===== config.mk =====
export PLATFORM = sky130hd
export DESIGN_NAME = dubr_top
export DESIGN_NICKNAME = d
export VERILOG_FILES = /design/src/dubr_pkg.sv /design/src/dubr_serial_rx.sv /design/src/dubr_runtime.sv /design/src/dubr_top.sv
export SDC_FILE = /design/constraint.sdc
export NUM_CORES = 1
export LEC_CHECK = 0
export ABC_CLOCK_PERIOD_IN_PS = 3390
export BUFFER_PORTS_ARGS = -buffer_cell sky130_fd_sc_hd__buf_2
export CORE_AREA = 2 2 155 157
export CTS_CLUSTER_DIAMETER = 60
export DETAILED_ROUTE_END_ITERATION = 12
export DIE_AREA = 0 0 157 159
export PLACE_DENSITY_LB_ADDON = 0.05
export SKIP_CTS_REPAIR_TIMING = 1
export SLEW_MARGIN = 20
export SYNTH_ARGS = -nofsm -noshare
export SYNTH_HDL_FRONTEND = slang
export SYNTH_SLANG_ARGS = --single-unit

===== constraint.sdc =====
create_clock -name pclk -period 3.39 [get_ports pclk]
set_clock_uncertainty 0.05 [all_clocks]
set_input_delay 0.339 -clock pclk [delete_from_list [all_inputs] [get_ports pclk]]
set_output_delay 0.339 -clock pclk [all_outputs]
set_load 0.005 [all_outputs]

===== src/dubr_pkg.sv =====
// Purpose: Shared constants and types of the debug unlock, break and runtime block.
// Assumes: pclk at 25 MHz, APB register access, 32-bit data words.
// Notes: Register offsets are byte addresses of aligned words.
//
// Overview of operation
// - Small package pin locked until unlock done
// - Unlock missed during reset means GPIO only
// - Correct key plus release makes pin debug pin
// - Break opcode 00H enters debug and idles processor
// - Breaks disabled: opcode acts as no-operation
// - Flash pages 512 bytes, 8 rows of 64
// - 16-bit runtime counter counts clocks between breaks
// - Counter starts on leaving debug, saturates FFFFH
// - Status bit 7 shows debug mode
// - Status bit 6 shows processor halt mode
// - Status bit 5 shows read protect honor flag
// - Status bits 4 to 0 read zero

package dubr_pkg;

  // ******************************************************************
  // Timing.
  // ******************************************************************
  localparam int unsigned CLK_HZ = 25_000_000; // System clock rate.
  localparam int unsigned RST_WAIT_MS = 5; // Internal reset sequence time.
  // Least wait, rounded up to whole cycles.
  localparam int unsigned RST_WAIT_CYC = (RST_WAIT_MS * CLK_HZ + 999) / 1000;

  // ******************************************************************
  // Serial unlock bytes and opcodes.
  // ******************************************************************
  localparam logic [7:0] AUTOBAUD_BYTE = 8'h80; // Low for start plus seven bits.
  localparam int unsigned AUTOBAUD_SHIFT = 3; // Low time spans eight bit times.
  localparam logic [31:0] UNLOCK_KEY = 32'hEB5A70CD; // Sent first byte first.
  localparam logic [1:0] KEY_LAST = 2'h3; // Index of the last key byte.
  localparam logic [7:0] BREAK_OPCODE = 8'h00; // Break instruction opcode.
  localparam int unsigned BAUD_W = 16; // Width of bit period counters.

  // ******************************************************************
  // Flash page geometry.
  // ******************************************************************
  localparam int unsigned PAGE_BYTES = 512; // Smallest erasable unit.
  localparam int unsigned PAGE_ROWS = 8; // Rows in one page.
  localparam int unsigned ROW_BYTES = PAGE_BYTES / PAGE_ROWS; // 64 bytes a row.
  localparam int unsigned PAGE_LSB = $clog2(PAGE_BYTES); // Offset bits in a page.
  localparam int unsigned FLASH_AW = 13; // Byte address width of flash.

  // ******************************************************************
  // Register map.
  // ******************************************************************
  localparam logic [11:0] OFF_STATUS = 12'h000; // Debug status, read only.
  localparam logic [11:0] OFF_CTRL = 12'h004; // Debug mode and break enable.
  localparam logic [11:0] OFF_RUNTIME = 12'h008; // Runtime counter, read only.
  localparam logic [11:0] OFF_IRQ_STAT = 12'h00C; // Sticky events, write one clears.
  localparam logic [11:0] OFF_IRQ_MASK = 12'h010; // Event enables.
  localparam logic [11:0] OFF_UNLOCK = 12'h014; // Unlock state, read only.

  localparam int unsigned ST_DBG = 7; // Status: debug mode.
  localparam int unsigned ST_HALT = 6; // Status: halt mode.
  localparam int unsigned ST_RPHON = 5; // Status: read protect honor flag.
  localparam logic [4:0] ST_RSVD = 5'h00; // Status: reserved field value.
  localparam int unsigned CTRL_DBG = 7; // Control: debug mode.
  localparam int unsigned CTRL_BRKEN = 6; // Control: breakpoints enabled.
  localparam int unsigned UL_UNLOCKED = 0; // Unlock register: pin unlocked.
  localparam int unsigned UL_KEYFAIL = 1; // Unlock register: last key failed.

  localparam int unsigned EV_W = 4; // Number of interrupt events.
  localparam int unsigned EV_BREAK = 0; // Break taken into debug mode.
  localparam int unsigned EV_UNLOCK = 1; // Pin unlocked.
  localparam int unsigned EV_KEYFAIL = 2; // Unlock attempt failed.
  localparam int unsigned EV_RTSAT = 3; // Runtime counter saturated.

  // ******************************************************************
  // State encodings.
  // ******************************************************************
  typedef enum logic [2:0] {
    RX_HUNT = 3'b000, RX_MEAS = 3'b001, RX_IDLE = 3'b010,
    RX_START = 3'b011, RX_DATA = 3'b100, RX_STOP = 3'b101
  } dubr_rx_state_t;

  typedef enum logic [2:0] {
    UL_IDLE = 3'b000, UL_WAIT = 3'b001, UL_KEY = 3'b010,
    UL_OK = 3'b011, UL_FAIL = 3'b100
  } dubr_ul_state_t;

endpackage


===== src/dubr_serial_rx.sv =====
// Purpose: Autobaud measurement and byte reception on the debug pin.
// Assumes: rx is already synchronised to pclk; idle level is high.
// Notes: The first low span after enable is the autobaud byte and yields no byte.
`timescale 1ns/1ns
module dubr_serial_rx (
  // Clock and reset.
  input wire logic pclk,
  input wire logic presetn,
  // Control and serial line.
  input wire logic enable,
  input wire logic rx,
  // Received bytes.
  output logic byte_valid,
  output logic [7:0] byte_data
);

  typedef struct packed {
    dubr_pkg::dubr_rx_state_t state; // Receiver state.
    logic [dubr_pkg::BAUD_W-1:0] cnt; // Cycle counter.
    logic [dubr_pkg::BAUD_W-1:0] period; // Measured bit period.
    logic [2:0] bits; // Data bit index.
    logic [7:0] shreg; // Shift register, low bit first.
    logic valid; // Byte strobe.
    logic [7:0] data; // Last byte.
  } dubr_rx_t;

  dubr_rx_t s_q;
  dubr_rx_t s_d;

  // Next state: measure the autobaud low span, then frame bytes.
  always_comb begin
    s_d = s_q;
    s_d.valid = 1'b0;
    if (!enable) begin
      // Disabled: forget the rate and wait for a new autobaud byte.
      s_d.state = dubr_pkg::RX_HUNT;
      s_d.cnt = '0;
    end else begin
      case (s_q.state)
        dubr_pkg::RX_HUNT: begin
          // Wait for the start of the autobaud byte.
          if (!rx) begin
            s_d.state = dubr_pkg::RX_MEAS;
            s_d.cnt = dubr_pkg::BAUD_W'(1);
          end
        end
        dubr_pkg::RX_MEAS: begin
          // The low span covers eight bit times.
          if (rx) begin
            s_d.period = s_q.cnt >> dubr_pkg::AUTOBAUD_SHIFT;
            s_d.state = dubr_pkg::RX_IDLE;
          end else if (s_q.cnt != '1) begin
            s_d.cnt = s_q.cnt + dubr_pkg::BAUD_W'(1);
          end
        end
        dubr_pkg::RX_IDLE: begin
          // Wait for a start bit.
          if (!rx) begin
            s_d.state = dubr_pkg::RX_START;
            s_d.cnt = '0;
          end
        end
        dubr_pkg::RX_START: begin
          // Check the start bit at its middle; a glitch returns to idle.
          s_d.cnt = s_q.cnt + dubr_pkg::BAUD_W'(1);
          if (s_q.cnt >= (s_q.period >> 1)) begin
            s_d.cnt = '0;
            s_d.bits = '0;
            s_d.state = rx ? dubr_pkg::RX_IDLE : dubr_pkg::RX_DATA;
          end
        end
        dubr_pkg::RX_DATA: begin
          // Sample one data bit per period.
          s_d.cnt = s_q.cnt + dubr_pkg::BAUD_W'(1);
          if (s_q.cnt >= s_q.period) begin
            s_d.cnt = '0;
            s_d.shreg = {rx, s_q.shreg[7:1]};
            s_d.bits = s_q.bits + 3'h1;
            if (s_q.bits == 3'h7) begin
              s_d.state = dubr_pkg::RX_STOP;
            end
          end
        end
        default: begin
          // Stop bit: a low stop bit is a framing error and is dropped.
          s_d.cnt = s_q.cnt + dubr_pkg::BAUD_W'(1);
          if (s_q.cnt >= s_q.period) begin
            s_d.state = dubr_pkg::RX_IDLE;
            s_d.valid = rx;
            s_d.data = rx ? s_q.shreg : s_q.data;
          end
        end
      endcase
    end
  end

  // State register.
  always_ff @(posedge pclk or negedge presetn) begin
    if (!presetn) begin
      s_q <= '0;
    end else begin
      s_q <= s_d;
    end
  end

  assign byte_valid = s_q.valid;
  assign byte_data = s_q.data;

endmodule


===== src/dubr_runtime.sv =====
// Purpose: Saturating runtime counter of clock cycles outside debug mode.
// Assumes: debug_mode comes from logic on pclk.
// Notes: The count restarts from zero each time debug mode is left.
`timescale 1ns/1ns
module dubr_runtime #(
  parameter int unsigned CNT_W = 16
) (
  // Clock and reset.
  input wire logic pclk,
  input wire logic presetn,
  // Debug mode level.
  input wire logic debug_mode,
  // Count and saturation pulse.
  output logic [CNT_W-1:0] count,
  output logic saturated
);

  typedef struct packed {
    logic prev; // Debug mode one cycle ago.
    logic [CNT_W-1:0] cnt; // Running count.
    logic sat; // Saturation strobe.
  } dubr_rt_t;

  dubr_rt_t s_q;
  dubr_rt_t s_d;

  // Count while running, restart on leaving debug, hold at the top.
  always_comb begin
    s_d = s_q;
    s_d.prev = debug_mode;
    s_d.sat = 1'b0;
    if (debug_mode) begin
      s_d.cnt = s_q.cnt;
    end else if (s_q.prev) begin
      s_d.cnt = '0;
    end else if (s_q.cnt != '1) begin
      s_d.cnt = s_q.cnt + CNT_W'(1);
      s_d.sat = (s_d.cnt == '1);
    end
  end

  // State register.
  always_ff @(posedge pclk or negedge presetn) begin
    if (!presetn) begin
      s_q <= '0;
    end else begin
      s_q <= s_d;
    end
  end

  assign count = s_q.cnt;
  assign saturated = s_q.sat;

endmodule


===== src/dubr_top.sv =====
// Purpose: Debug pin unlock, break handling, runtime count and status registers.
// Assumes: APB slave with zero wait states; pins synchronised here.
// Notes: SMALL_PKG selects the shared pin behaviour of the smallest package.
//
// Added by the designer: the APB register port and the address map.
`timescale 1ns/1ns
module dubr_top #(
  parameter bit SMALL_PKG = 1'b1,
  parameter int unsigned RST_WAIT = dubr_pkg::RST_WAIT_CYC
) (
  // Clock and reset.
  input wire logic pclk,
  input wire logic presetn,
  // APB slave.
  input wire logic psel,
  input wire logic penable,
  input wire logic pwrite,
  input wire logic [11:0] paddr,
  input wire logic [31:0] pwdata,
  output logic [31:0] prdata,
  output logic pready,
  output logic pslverr,
  // Shared pins.
  input wire logic shared_reset_pin_n,
  input wire logic shared_gpio_debug_pin_i,
  output logic shared_gpio_debug_pin_o,
  output logic shared_gpio_debug_pin_oe,
  // GPIO and debugger serial paths.
  input wire logic gpio_out,
  input wire logic gpio_oe,
  input wire logic debug_tx,
  input wire logic debug_tx_oe,
  output logic debug_rx,
  // Processor side.
  input wire logic cpu_decode_valid,
  input wire logic [7:0] cpu_opcode,
  input wire logic cpu_halt,
  input wire logic read_protect_honor_flag,
  output logic cpu_idle,
  output logic break_as_nop,
  // Flash page erase.
  input wire logic flash_erase_req,
  input wire logic [dubr_pkg::FLASH_AW-1:0] flash_addr,
  output logic flash_erase_strobe,
  output logic [dubr_pkg::FLASH_AW-1:0] flash_erase_page_base,
  // Interrupt.
  output logic irq
);

  // ******************************************************************
  // State.
  // ******************************************************************
  typedef struct packed {
    logic rp_s1; // Reset pin, first synchroniser stage.
    logic rp_s2; // Reset pin, synchronised.
    logic px_s1; // Debug pin, first synchroniser stage.
    logic px_s2; // Debug pin, synchronised.
    dubr_pkg::dubr_ul_state_t ul; // Unlock sequence state.
    logic [16:0] wait_cnt; // Internal reset wait counter.
    logic [1:0] key_idx; // Next key byte index.
    logic unlocked; // Shared pin acts as debug pin.
    logic key_fail; // Last attempt failed.
    logic dbg; // Debug mode.
    logic brk_en; // Breakpoints enabled.
    logic nop; // Break ignored strobe.
    logic [dubr_pkg::EV_W-1:0] irq_stat; // Sticky events.
    logic [dubr_pkg::EV_W-1:0] irq_mask; // Event enables.
    logic [31:0] rdata; // Read data.
    logic erase; // Erase strobe.
    logic [dubr_pkg::FLASH_AW-1:0] erase_base; // Page base address.
  } dubr_top_t;

  dubr_top_t s_q;
  dubr_top_t s_d;

  logic rx_valid; // Received key byte strobe.
  logic [7:0] rx_data; // Received key byte.
  logic [15:0] rt_count; // Runtime count.
  logic rt_sat; // Runtime counter reached the top.
  logic [7:0] status; // Debug status register value.
  logic pin_debug; // Shared pin serves the debugger.
  logic brk_seen; // Break opcode decoded this cycle.
  logic wr_acc; // APB write access phase.
  logic mapped; // Address hits a register.
  logic [dubr_pkg::EV_W-1:0] events; // Event pulses this cycle.
  localparam logic [16:0] WAIT_LAST = 17'(RST_WAIT - 1); // Last wait count.

  // ******************************************************************
  // Sub blocks.
  // ******************************************************************
  dubr_serial_rx u_rx (
    .pclk(pclk),
    .presetn(presetn),
    .enable(s_q.ul == dubr_pkg::UL_KEY),
    .rx(s_q.px_s2),
    .byte_valid(rx_valid),
    .byte_data(rx_data)
  );

  dubr_runtime #(.CNT_W(16)) u_rt (
    .pclk(pclk),
    .presetn(presetn),
    .debug_mode(s_q.dbg),
    .count(rt_count),
    .saturated(rt_sat)
  );

  // ******************************************************************
  // Combinational views.
  // ******************************************************************
  // Status word: debug, halt, honor flag, reserved zeros.
  assign status = {s_q.dbg, cpu_halt, read_protect_honor_flag, dubr_pkg::ST_RSVD};
  assign pin_debug = !SMALL_PKG || s_q.unlocked;
  assign brk_seen = cpu_decode_valid && (cpu_opcode == dubr_pkg::BREAK_OPCODE);
  assign wr_acc = psel && penable && pwrite;
  assign mapped = (paddr == dubr_pkg::OFF_STATUS) || (paddr == dubr_pkg::OFF_CTRL) ||
                  (paddr == dubr_pkg::OFF_RUNTIME) || (paddr == dubr_pkg::OFF_IRQ_STAT) ||
                  (paddr == dubr_pkg::OFF_IRQ_MASK) || (paddr == dubr_pkg::OFF_UNLOCK);

  // ******************************************************************
  // Next state.
  // ******************************************************************
  always_comb begin
    s_d = s_q;
    events = '0;
    s_d.rp_s1 = shared_reset_pin_n;
    s_d.rp_s2 = s_q.rp_s1;
    s_d.px_s1 = shared_gpio_debug_pin_i;
    s_d.px_s2 = s_q.px_s1;
    s_d.nop = 1'b0;
    s_d.erase = 1'b0;

    // Unlock sequence, run while the shared reset pin is low.
    case (s_q.ul)
      dubr_pkg::UL_IDLE: begin
        if (!s_q.rp_s2) begin
          s_d.ul = dubr_pkg::UL_WAIT;
          s_d.wait_cnt = '0;
          s_d.unlocked = 1'b0;
        end
      end
      dubr_pkg::UL_WAIT: begin
        // Bytes before the internal reset sequence ends are not heard.
        if (s_q.rp_s2) begin
          s_d.ul = dubr_pkg::UL_IDLE;
        end else if (s_q.wait_cnt == WAIT_LAST) begin
          s_d.ul = dubr_pkg::UL_KEY;
          s_d.key_idx = '0;
        end else begin
          s_d.wait_cnt = s_q.wait_cnt + 17'h00001;
        end
      end
      dubr_pkg::UL_KEY: begin
        if (s_q.rp_s2) begin
          // Release before the key finished leaves the pin as GPIO.
          s_d.ul = dubr_pkg::UL_IDLE;
          s_d.key_fail = 1'b1;
          events[dubr_pkg::EV_KEYFAIL] = 1'b1;
        end else if (rx_valid) begin
          if (rx_data == dubr_pkg::UNLOCK_KEY[31 - 8 * s_q.key_idx -: 8]) begin
            s_d.key_idx = s_q.key_idx + 2'h1;
            if (s_q.key_idx == dubr_pkg::KEY_LAST) begin
              s_d.ul = dubr_pkg::UL_OK;
            end
          end else begin
            s_d.ul = dubr_pkg::UL_FAIL;
          end
        end
      end
      dubr_pkg::UL_OK: begin
        // Key accepted: the pin turns into the debug pin on release.
        if (s_q.rp_s2) begin
          s_d.ul = dubr_pkg::UL_IDLE;
          s_d.unlocked = 1'b1;
          s_d.key_fail = 1'b0;
          events[dubr_pkg::EV_UNLOCK] = 1'b1;
        end
      end
      default: begin
        // Wrong key: stay locked until the next reset.
        if (s_q.rp_s2) begin
          s_d.ul = dubr_pkg::UL_IDLE;
          s_d.key_fail = 1'b1;
          events[dubr_pkg::EV_KEYFAIL] = 1'b1;
        end
      end
    endcase

    // Control register writes; a break in the same cycle wins.
    if (wr_acc && (paddr == dubr_pkg::OFF_CTRL)) begin
      s_d.dbg = pwdata[dubr_pkg::CTRL_DBG];
      s_d.brk_en = pwdata[dubr_pkg::CTRL_BRKEN];
    end
    if (brk_seen && !s_q.dbg) begin
      if (s_q.brk_en) begin
        s_d.dbg = 1'b1;
        events[dubr_pkg::EV_BREAK] = 1'b1;
      end else begin
        s_d.nop = 1'b1;
      end
    end
    events[dubr_pkg::EV_RTSAT] = rt_sat;

    // Interrupt status: a new event wins over a clear.
    if (wr_acc && (paddr == dubr_pkg::OFF_IRQ_STAT)) begin
      s_d.irq_stat = s_q.irq_stat & ~pwdata[dubr_pkg::EV_W-1:0];
    end
    s_d.irq_stat = s_d.irq_stat | events;
    if (wr_acc && (paddr == dubr_pkg::OFF_IRQ_MASK)) begin
      s_d.irq_mask = pwdata[dubr_pkg::EV_W-1:0];
    end

    // Read data is captured in the setup phase.
    if (psel && !penable) begin
      if (paddr == dubr_pkg::OFF_STATUS) begin
        s_d.rdata = {24'h000000, status};
      end else if (paddr == dubr_pkg::OFF_CTRL) begin
        s_d.rdata = 32'h00000000;
        s_d.rdata[dubr_pkg::CTRL_DBG] = s_q.dbg;
        s_d.rdata[dubr_pkg::CTRL_BRKEN] = s_q.brk_en;
      end else if (paddr == dubr_pkg::OFF_RUNTIME) begin
        s_d.rdata = {16'h0000, rt_count};
      end else if (paddr == dubr_pkg::OFF_IRQ_STAT) begin
        s_d.rdata = 32'(s_q.irq_stat);
      end else if (paddr == dubr_pkg::OFF_IRQ_MASK) begin
        s_d.rdata = 32'(s_q.irq_mask);
      end else if (paddr == dubr_pkg::OFF_UNLOCK) begin
        s_d.rdata = 32'({s_q.key_fail, s_q.unlocked});
      end else begin
        s_d.rdata = 32'h00000000;
      end
    end

    // Page erase: the page is the smallest erasable unit.
    if (flash_erase_req) begin
      s_d.erase = 1'b1;
      s_d.erase_base = {flash_addr[dubr_pkg::FLASH_AW-1:dubr_pkg::PAGE_LSB],
                        dubr_pkg::PAGE_LSB'(0)};
    end
  end

  // State register.
  always_ff @(posedge pclk or negedge presetn) begin
    if (!presetn) begin
      s_q <= '0;
      // Pins idle high, so the synchronisers start high and no false low follows reset.
      s_q.rp_s1 <= 1'b1;
      s_q.rp_s2 <= 1'b1;
      s_q.px_s1 <= 1'b1;
      s_q.px_s2 <= 1'b1;
    end else begin
      s_q <= s_d;
    end
  end

  // ******************************************************************
  // Outputs.
  // ******************************************************************
  assign prdata = s_q.rdata;
  assign pready = 1'b1;
  assign pslverr = psel && penable && !mapped;
  assign shared_gpio_debug_pin_o = pin_debug ? debug_tx : gpio_out;
  assign shared_gpio_debug_pin_oe = pin_debug ? debug_tx_oe : gpio_oe;
  assign debug_rx = pin_debug ? s_q.px_s2 : 1'b1;
  assign cpu_idle = s_q.dbg;
  assign break_as_nop = s_q.nop;
  assign flash_erase_strobe = s_q.erase;
  assign flash_erase_page_base = s_q.erase_base;
  assign irq = |(s_q.irq_stat & s_q.irq_mask);
endmodule


==> flow_summary.toml, run 1 <==
[global_routing]
gr-total-overflow = 0
grt.total_usage_pct = 15.0
antenna_found_initial = 1
grt_pass1_wl_um = 30000
grt_pass1_vias = 5807
grt_max_degree = 93

[yosys]
synth.avg_cell_area_um2 = 9.85
ys_seq_elements = 130
synth_edf_count = 0
yosysSeqAreaShare_pct = 43.1
synthFlopType = "dfrtp_1"
syn_area_mm2 = 0.00756
yosysWarnings = 0
synth_cell_type_count = 71
syn_inst = 767
async_flop_share_pct = 100

[critical_path]
r2r_start = "u_rx.s_q[36]"
r2r_cells = 8
critPathMaxStageDelay_ns = 0.57
critPathSlowestCell = "or3_1"
criticalPathCategory = "flop to flop"
r2r_slack_ns = 0.28
start_kind = "flop"
critPathArrivalTime_ns = 3.38
r2r_end = "u_rx.s_q[41]"
critPathCaptureType = "flop"
required_ns = 3.66
crit_path_max_fanout = 11
critical_path.cell_chain = "inv_1 -> ha_1 -> nand2b_1 -> a2111o_1 -> a2111oi_4 -> a21oi_2 -> or3_1 -> a211oi_2"

[routing]
drt_iter0_markers = 299
wl_met3_um = 769
routed_wl_um = 18200
m1WireLength_um = 8820
wire_per_inst_um = 15.7
antenna_left = 0
routed.top_layer = "met5"
wl_met2_um = 8380
drc_errors = 0
vias = 5864
first_pass_iters = 4
via_per_inst = 5.05

[job]
cap_viol_max_count = 0

[die]
die_y_um = 159
rows = 56
die_area_mm2 = 0.0250
core-area_mm2 = 0.0232
fp.dieW_um = 157
initial_core_util_pct = 32.6
ioPinCount = 134

[status]
violations = "hold timing"
status = "complete, but fails checks"

[finish]
nets = 945
design_area_mm2 = 0.00871
multi_input_area_mm2 = 0.00379
diodes = 0
drive_gt1_share_pct = 22.2
fin_util_pct = 37.6
nFillCells = 2284
syn_to_final_growth_pct = 15.3
regArea_mm2 = 0.00326

[sta]
timing.final.crit_share_pct = 91.7
rsz0062_at_grt = "false"
fmax_mhz = 322
max_slew_margin_pct = 39.8
drv_slew = 0
hold_viol = 23
hold_ws_ns = -0.0404
min_period_ns = 3.11
worst_pin_slew_ns = 0.904
setup_tns_ns = 0
setup_slack_ns = 0.280
setup_violations = 0

[clock_tree]
cts_sinks = 130
cts-root-buf = "clkbuf_16"
h-tree-depth = 4
cts_tree = "yes"
cts_buffers = 17
clkSlewWorstSetupHoldPaths_ns = 0.06
clockBufferDepth = 2
clk-insertion-delay-late_ns = 0.41

[pwr]
powerDensity_mw_per_mm2 = 481
ir_worst_vdd_mv = 0.286
leakagePower_nw = 4.00

[place]
detailed_place.area_mm2 = 0.00813
pre_cts_ws_ns = 0.291
portBuffers = 72
hpwl_um = 13000
gp_congestion = 0.763

[hold_path]
hp-class = "primary input to asynchronous set/reset pin"
-- routing by layer --
layer  GRT usage [%]  vias up
met5               0        -
met4            4.75        2
met3            2.83       17
met2            24.0      136
met1            20.4     2837
li1                -     2872
-- report_power, final --
part	internal [mW]	switching, mW	total [mW]
Clock	1.02	0.741	1.76
Sequential	1.65	0.136	1.78
Combinational	0.264	0.386	0.650
-- critical path, delay by kind of cell (launching register included) --
family          cells  cell delay, ns
simple gates        2            0.71
flops               1            0.42
buf+inv             1            0.13
compound gates      4            1.43
fa+ha+maj           1            0.28
-- final cells by class --
cell class	instances	share of cell area, %
multi-input combinational	550	43.6
sequential	130	37.4
timing repair buffer	97	6.56
clock buffer	19	4.97
tap	319	4.58
clock inverter	13	1.48
inverter	34	1.46
-- cell usage in the layout, fill, tap and decap left out, drive strengths merged, types with 13 or more instances in the layout --
cell / n
conb: 26
nand4: 18
nor2: 51
inv: 37
and3: 17
dfrtp: 126
ha: 35
o21ai: 45
mux2: 40
nand2: 54
nand3: 23
a31oi: 13
clkbuf: 19
nor3: 17
o31ai: 14
a21oi: 28
buf: 95
a22o: 18
-- metrics by stage --
step	instances	hold slack, ns	total power, mW
global route	1162	0.0382	4.44
finish	1162	-0.0404	4.19
global placement	1128	0.298	2.45
floorplan	791	-0.00659	2.25
CTS	1160	-0.0511	4.26
detailed placement	1128	0.298	2.46
-- flip-flops by register name, summed over array words and instances (netlist names), 2 cells and up --
register	cells
u_rx.s_q	43
s_q	34
prdata	16
u_rt.count	16
u_rx.byte_data	8
flash_erase_page_base	4
s_d	2
-- cells by family after synthesis --
kind of cell / count (synthesis) / synth area share, %
compound gates: 168 / 15.7
xor+xnor: 18 / 2.09
fa+ha+maj: 35 / 5.79
buf+inv: 111 / 8.03
flops: 130 / 43.1
mux: 49 / 7.15
other cells: 2 / 0.0994
simple gates: 254 / 18.0
-- cell usage after synthesis (all sizes together), types with 3 or more instances --
cell / instances / share of area [%]
buf: 51 / 5.0
nand2b: 7 / 0.58
o31ai: 14 / 1.5
a22o: 18 / 2.1
nand2: 54 / 2.7
or2: 3 / 0.25
clkbuf: 26 / 1.3
a2111oi: 5 / 0.83
a211oi: 8 / 0.99
and3: 17 / 1.4
dfstp: 4 / 1.4
nor3: 17 / 1.2
nor2: 51 / 2.5
o21ai: 45 / 3.0
nor3b: 4 / 0.40
mux2i: 9 / 1.2
or4: 6 / 0.60
a31oi: 13 / 1.1
xor2: 7 / 0.81
and2: 6 / 0.50
dfrtp: 126 / 42
xnor2: 11 / 1.3
nand3: 23 / 1.5
ha: 35 / 5.8
a21o: 4 / 0.40
mux2: 40 / 6.0
a21oi: 28 / 1.9
and4: 4 / 0.46
nor2b: 11 / 0.91
nand4: 18 / 1.5
inv: 34 / 1.7
o41ai: 12 / 1.6
nor4: 12 / 1.3
or3: 11 / 0.91
-- worst max path at each step --
| stage | startpoint | to | slack, ns | depth (start not counted) |
|---|---|---|---|---|
| global route | u_rx.s_q[36] | u_rx.s_q[41] | 0.13 | 8 |
| CTS | u_rx.s_q[36] | u_rx.s_q[41] | 0.26 | 8 |
| detailed placement | u_rx.s_q[36] | u_rx.s_q[41] | 0.29 | 8 |
| floorplan | u_rx.s_q[36] | u_rx.s_q[41] | 0.64 | 10 |
| finish | u_rx.s_q[36] | u_rx.s_q[41] | 0.28 | 8 |
| global placement | u_rx.s_q[36] | u_rx.s_q[45] | 0.33 | 8 |
No activity file was read; power rests on OpenSTA's default activity.
==> run 2, diff against run 1 <==
==> constraint.sdc (replaced) <==
create_clock -name pclk -period 3.39 [get_ports pclk]
set_clock_uncertainty 0.05 [all_clocks]
set_input_delay 1.017 -clock pclk [delete_from_list [all_inputs] [get_ports pclk]]
set_output_delay 1.017 -clock pclk [all_outputs]
set_load 0.005 [all_outputs]
==> run 2 against run 1 <==
Net effect: the run now ends clean; clock-buffer cell count is 1 lower; setup slack worse by 0.12 ns; clock power is 4% lower; non-clock buffer count is 4 higher; sequential share of layout area hardly changed; worst hold slack better by 0.35 ns; sequential power hardly changed; maximum frequency is 3.8% lower; sequential cell count stayed put; combinational power is 4.6% higher; largest power group unchanged; highest routed layer is now met4.
==> flow_summary.toml, run 2 (synthesis results as in run 1) <==
[global_routing]
grt_pass1_wl_um = 30500
antenna_found_initial = 0
gr-total-overflow = 0
grt.total_usage_pct = 15.1
grt_max_degree = 54
grt_pass1_vias = 5857

[clock_tree]
cts_sinks = 130
clk-insertion-delay-late_ns = 0.42
cts_buffers = 17
cts-root-buf = "clkbuf_16"
h-tree-depth = 4
clkSlewWorstSetupHoldPaths_ns = 0.06
clockBufferDepth = 2
cts_tree = "yes"

[finish]
largest_register_ffs = 43
design_area_mm2 = 0.00872
drive_gt1_share_pct = 22.9
nFillCells = 2339
fin_util_pct = 37.6
nets = 949
most-common-layout-cells = "dfrtp_1, buf_2, nand2_1"
diodes = 0
final_common_cell = "dfrtp_1"
regMostFlops = "u_rx.s_q"
reg.largest.list = "u_rx.s_q x43, s_q x34"
syn_to_final_growth_pct = 15.3

[critical_path]
required_ns = 2.32
start_kind = "primary input"
criticalPathCategory = "primary input to primary output"
critPathArrivalTime_ns = 2.17
crit_path_max_fanout = 2
critPathCaptureType = "primary output"
r2r_cells = 8

[routing]
first_pass_iters = 4
drt_iter0_markers = 264
drc_errors = 0
wire_per_inst_um = 15.7
via_per_inst = 5.03
antenna_left = 0
vias = 5867
routed_wl_um = 18400

[sta]
timing.final.crit_share_pct = 95.4
drv_slew = 0
fmax_mhz = 309
setup_violations = 0
worst_pin_slew_ns = 0.833
rsz0062_at_grt = "false"
hold_viol = 0
max_slew_margin_pct = 43.0
setup_tns_ns = 0
hold_ws_ns = 0.307
min_period_ns = 3.23

[place]
detailed_place.area_mm2 = 0.00818
portBuffers = 72
hpwl_um = 13200
gp_congestion = 0.781

[die]
fp.dieW_um = 157
rows = 56
ioPinCount = 134
die_y_um = 159
initial_core_util_pct = 32.6
die_area_mm2 = 0.0250
core-area_mm2 = 0.0232

[pwr]
leakagePower_nw = 4.01
powerDensity_mw_per_mm2 = 476
ir_worst_vdd_mv = 0.321
total_power_mw = 4.15

[job]
cap_viol_max_count = 0

[hold_path]
hold_path_depth = 0
hp-class = "flop to flop"

[status]
status = "finished, final reports clean"
## run 2: final timing paths
kind	slack (ns)	endpoint	from
hold / removal	0.31	s_q[83]	s_d[83]
hold reg to reg	0.31	s_q[83]	s_d[83]
setup / recovery	0.16	pslverr	paddr[7]
max in group asynchronous	1.98	break_as_nop	presetn
setup reg to reg	0.33	u_rx.s_q[45]	u_rx.s_q[36]
min in group asynchronous	0.50	u_rt.count[9]	presetn
## run 2: metal layers
metal | wire length (µm) | up-vias | part of all wire, % | track usage (%)
met5 | 0 | - | 0 | 0
met4 | 289 | 0 | 1.6 | 4.63
met3 | 901 | 25 | 4.9 | 3.27
met2 | 8250 | 146 | 45 | 23.3
met1 | 8910 | 2815 | 49 | 21.3
li1 | - | 2881 | - | -
## run 2: power breakdown
part           switching, mW  leakage, nW  internal [mW]
Combinational          0.403         2.00          0.277
Clock                  0.749        0.247          0.943
Sequential             0.134         1.76           1.65
Total                   1.29         4.01           2.87
## run 2: layout make-up
| cell class | instances | area (µm²) | share of cell area (%) |
|---|---|---|---|
| Multi-Input combinational cell | 550 | 3790 | 43.5 |
| Sequential cell | 130 | 3260 | 37.4 |
| Timing Repair Buffer | 101 | 597 | 6.85 |
| Clock buffer | 18 | 429 | 4.92 |
| Tap cell | 319 | 399 | 4.58 |
| Inverter | 34 | 128 | 1.46 |
| Clock inverter | 14 | 110 | 1.26 |
## run 2: metrics by stage
stage / std cells / setup slack, ns
6_report: 1166 / 0.156
4_1_cts: 1166 / 0.147
3_3_place_gp: 1134 / 0.125
2_1_floorplan: 791 / 0.332
3_5_place_dp: 1134 / 0.140
5_1_grt: 1166 / 0.0939
## run 2: worst max-delay path: stages
cell and delay [ns]:
buf_2 0.10, or4_1 0.54, nor4_2 0.28, a21oi_1 0.10, buf_2 0.14
==> run 3, diff against run 2 <==
--- a/config.mk
+++ b/config.mk
@@ -7,6 +7,8 @@
 export LEC_CHECK = 0
 export ABC_CLOCK_PERIOD_IN_PS = 3390
 export BUFFER_PORTS_ARGS = -buffer_cell sky130_fd_sc_hd__buf_2
+export CELL_PAD_IN_SITES_DETAIL_PLACEMENT = 0
+export CELL_PAD_IN_SITES_GLOBAL_PLACEMENT = 1
 export CORE_AREA = 2 2 155 157
 export CTS_CLUSTER_DIAMETER = 60
 export DETAILED_ROUTE_END_ITERATION = 12
==> run 3 against run 2 <==
Net effect: register-to-register slack barely moved; sequential share of layout area fell by 0.30 points; total power rose by 5.4%; wire length rose by 2.3%; non-clock buffer count fell by 2; combinational power fell by 3%; sequential cell count did not move; sequential power barely moved; maximum frequency fell by 0.99%; cell area rose by 0.82%; largest cell class unchanged; clock power rose by 14%.
==> flow_summary.toml, run 3 (synthesis results as in run 1) <==
[finish]
nets = 947
final_common_cell = "dfrtp_1"
regArea_mm2 = 0.00326
nFillCells = 2322
largest_register_ffs = 43
multi_input_area_mm2 = 0.00379
reg.largest.list = "u_rx.s_q x43, s_q x34"
regMostFlops = "u_rx.s_q"
syn_to_final_growth_pct = 16.3
drive_gt1_share_pct = 22.6
most-common-layout-cells = "dfrtp_1, buf_2, nand2_1"

[die]
rows = 56
core-area_mm2 = 0.0232
initial_core_util_pct = 32.6
ioPinCount = 134
die_area_mm2 = 0.0250
die_y_um = 159
fp.dieW_um = 157

[clock_tree]
clk-insertion-delay-late_ns = 0.42
clockBufferDepth = 2
cts_sinks = 130
cts_buffers = 17
cts_tree = "yes"
clkSlewWorstSetupHoldPaths_ns = 0.06
cts-root-buf = "clkbuf_16"
h-tree-depth = 4

[routing]
drt_iter0_markers = 311
via_per_inst = 5.05
first_pass_iters = 4
routed_wl_um = 18800
drc_errors = 0
wire_per_inst_um = 16.1
antenna_left = 0
vias = 5889

[hold_path]
hold_path_depth = 0
hp-class = "flop to flop"
worstHoldStart = "s_d[81]"

[critical_path]
cp_common_cell = "buf_2"
start_kind = "primary input"
startpoint = "paddr[7]"
required_ns = 2.32
critical_path.cell_chain = "buf_2 -> or4_1 -> nor4_2 -> a21oi_1 -> buf_2"
criticalPathCategory = "primary input to primary output"
critPathSlowestCell = "or4_1"
critPathMaxStageDelay_ns = 0.53
r2r_start = "u_rx.s_q[36]"
crit_path_max_fanout = 2
crit_cells = 5
path_buf_inv = 2
r2r_cells = 8
crit_family = "simple AND/OR/NAND/NOR gates"
critPathCaptureType = "primary output"
critPathArrivalTime_ns = 2.20

[place]
portBuffers = 72
gp_congestion = 0.750
hpwl_um = 13500
pre_cts_ws_ns = 0.106

[global_routing]
antenna_found_initial = 1
grt.total_usage_pct = 15.5
grt_pass1_wl_um = 30800
grt_max_degree = 48
gr-total-overflow = 0
grt_pass1_vias = 5872

[sta]
fmax_mhz = 306
timing.final.crit_share_pct = 96.4
worst_pin_slew_ns = 0.950
setup_slack_ns = 0.123
setup_tns_ns = 0
hold_viol = 0
min_period_ns = 3.27
setup_violations = 0
drv_slew = 0
max_slew_margin_pct = 36.5
rsz0062_at_grt = "false"

[pwr]
leakagePower_nw = 4.05
ir_worst_vdd_mv = 0.259
powerDensity_mw_per_mm2 = 498
total_power_mw = 4.38

[status]
status = "finished, final reports clean"

[job]
cap_viol_max_count = 0
run 3: cell types whose count changed in the layout (fill, tap and decap cells not counted):
cell        delta
inv_6          +1
clkinv_2       -2
clkinv_4       +1
clkbuf_1       +1
diode_2        +1
bufinv_16      +3
clkinvlp_4     -4
buf_12         +1
buf_4          -3
run 3: through the flow:
stage	instance area, µm²	instances	hold slack [ns]	utilization [%]
floorplan	7650	791	0.295	-
global placement	8170	1132	0.295	35.2
detailed placement	8170	1132	0.297	35.2
CTS	8780	1164	0.306	37.9
global route	8780	1164	0.315	37.9
finish	8790	1165	0.305	37.9
run 3: final timing paths:
check,end,slack (ns)
min,s_q[81],0.30
max reg2reg,u_rx.s_q[44],0.34
max,pslverr,0.12
min reg2reg,s_q[81],0.30
min in group asynchronous,prdata[8],0.46
max in group asynchronous,s_q[81],2.14
run 3: final cells by class:
| class | instances | share of cell area, % |
|---|---|---|
| Sequential cell | 130 | 37.1 |
| Clock buffer | 19 | 4.93 |
| Tap cell | 319 | 4.54 |
| Timing Repair Buffer | 99 | 6.76 |
| Inverter | 34 | 1.45 |
| Multi-Input combinational cell | 550 | 43.2 |
| Clock inverter | 13 | 2.02 |
| Antenna cell | 1 | 0.0285 |
run 3: routing by layer:
layer / GRT usage, % / routed length [µm] / up-vias
met5: 0 / 13 / -
met2: 24.3 / 8510 / 121
met3: 3.59 / 793 / 15
li1: - / - / 2885
met4: 4.00 / 182 / 2
met1: 21.4 / 9270 / 2866
run 3: report_power, final:
group	leakage [nW]	switching, mW	internal (mW)
clock network	0.291	0.754	1.17
registers	1.76	0.140	1.65
logic	2.00	0.394	0.269
total	4.05	1.29	3.09
run 3: worst reg2reg max path, delay by kind of cell, from the launching register on:
kind / cells / cell delay (ns)
AOI/OAI and AO/OA: 4 / 1.41
and+or+nand+nor: 2 / 0.72
DFF: 1 / 0.43
adders and majority gates: 1 / 0.27
buffers and inverters: 1 / 0.11
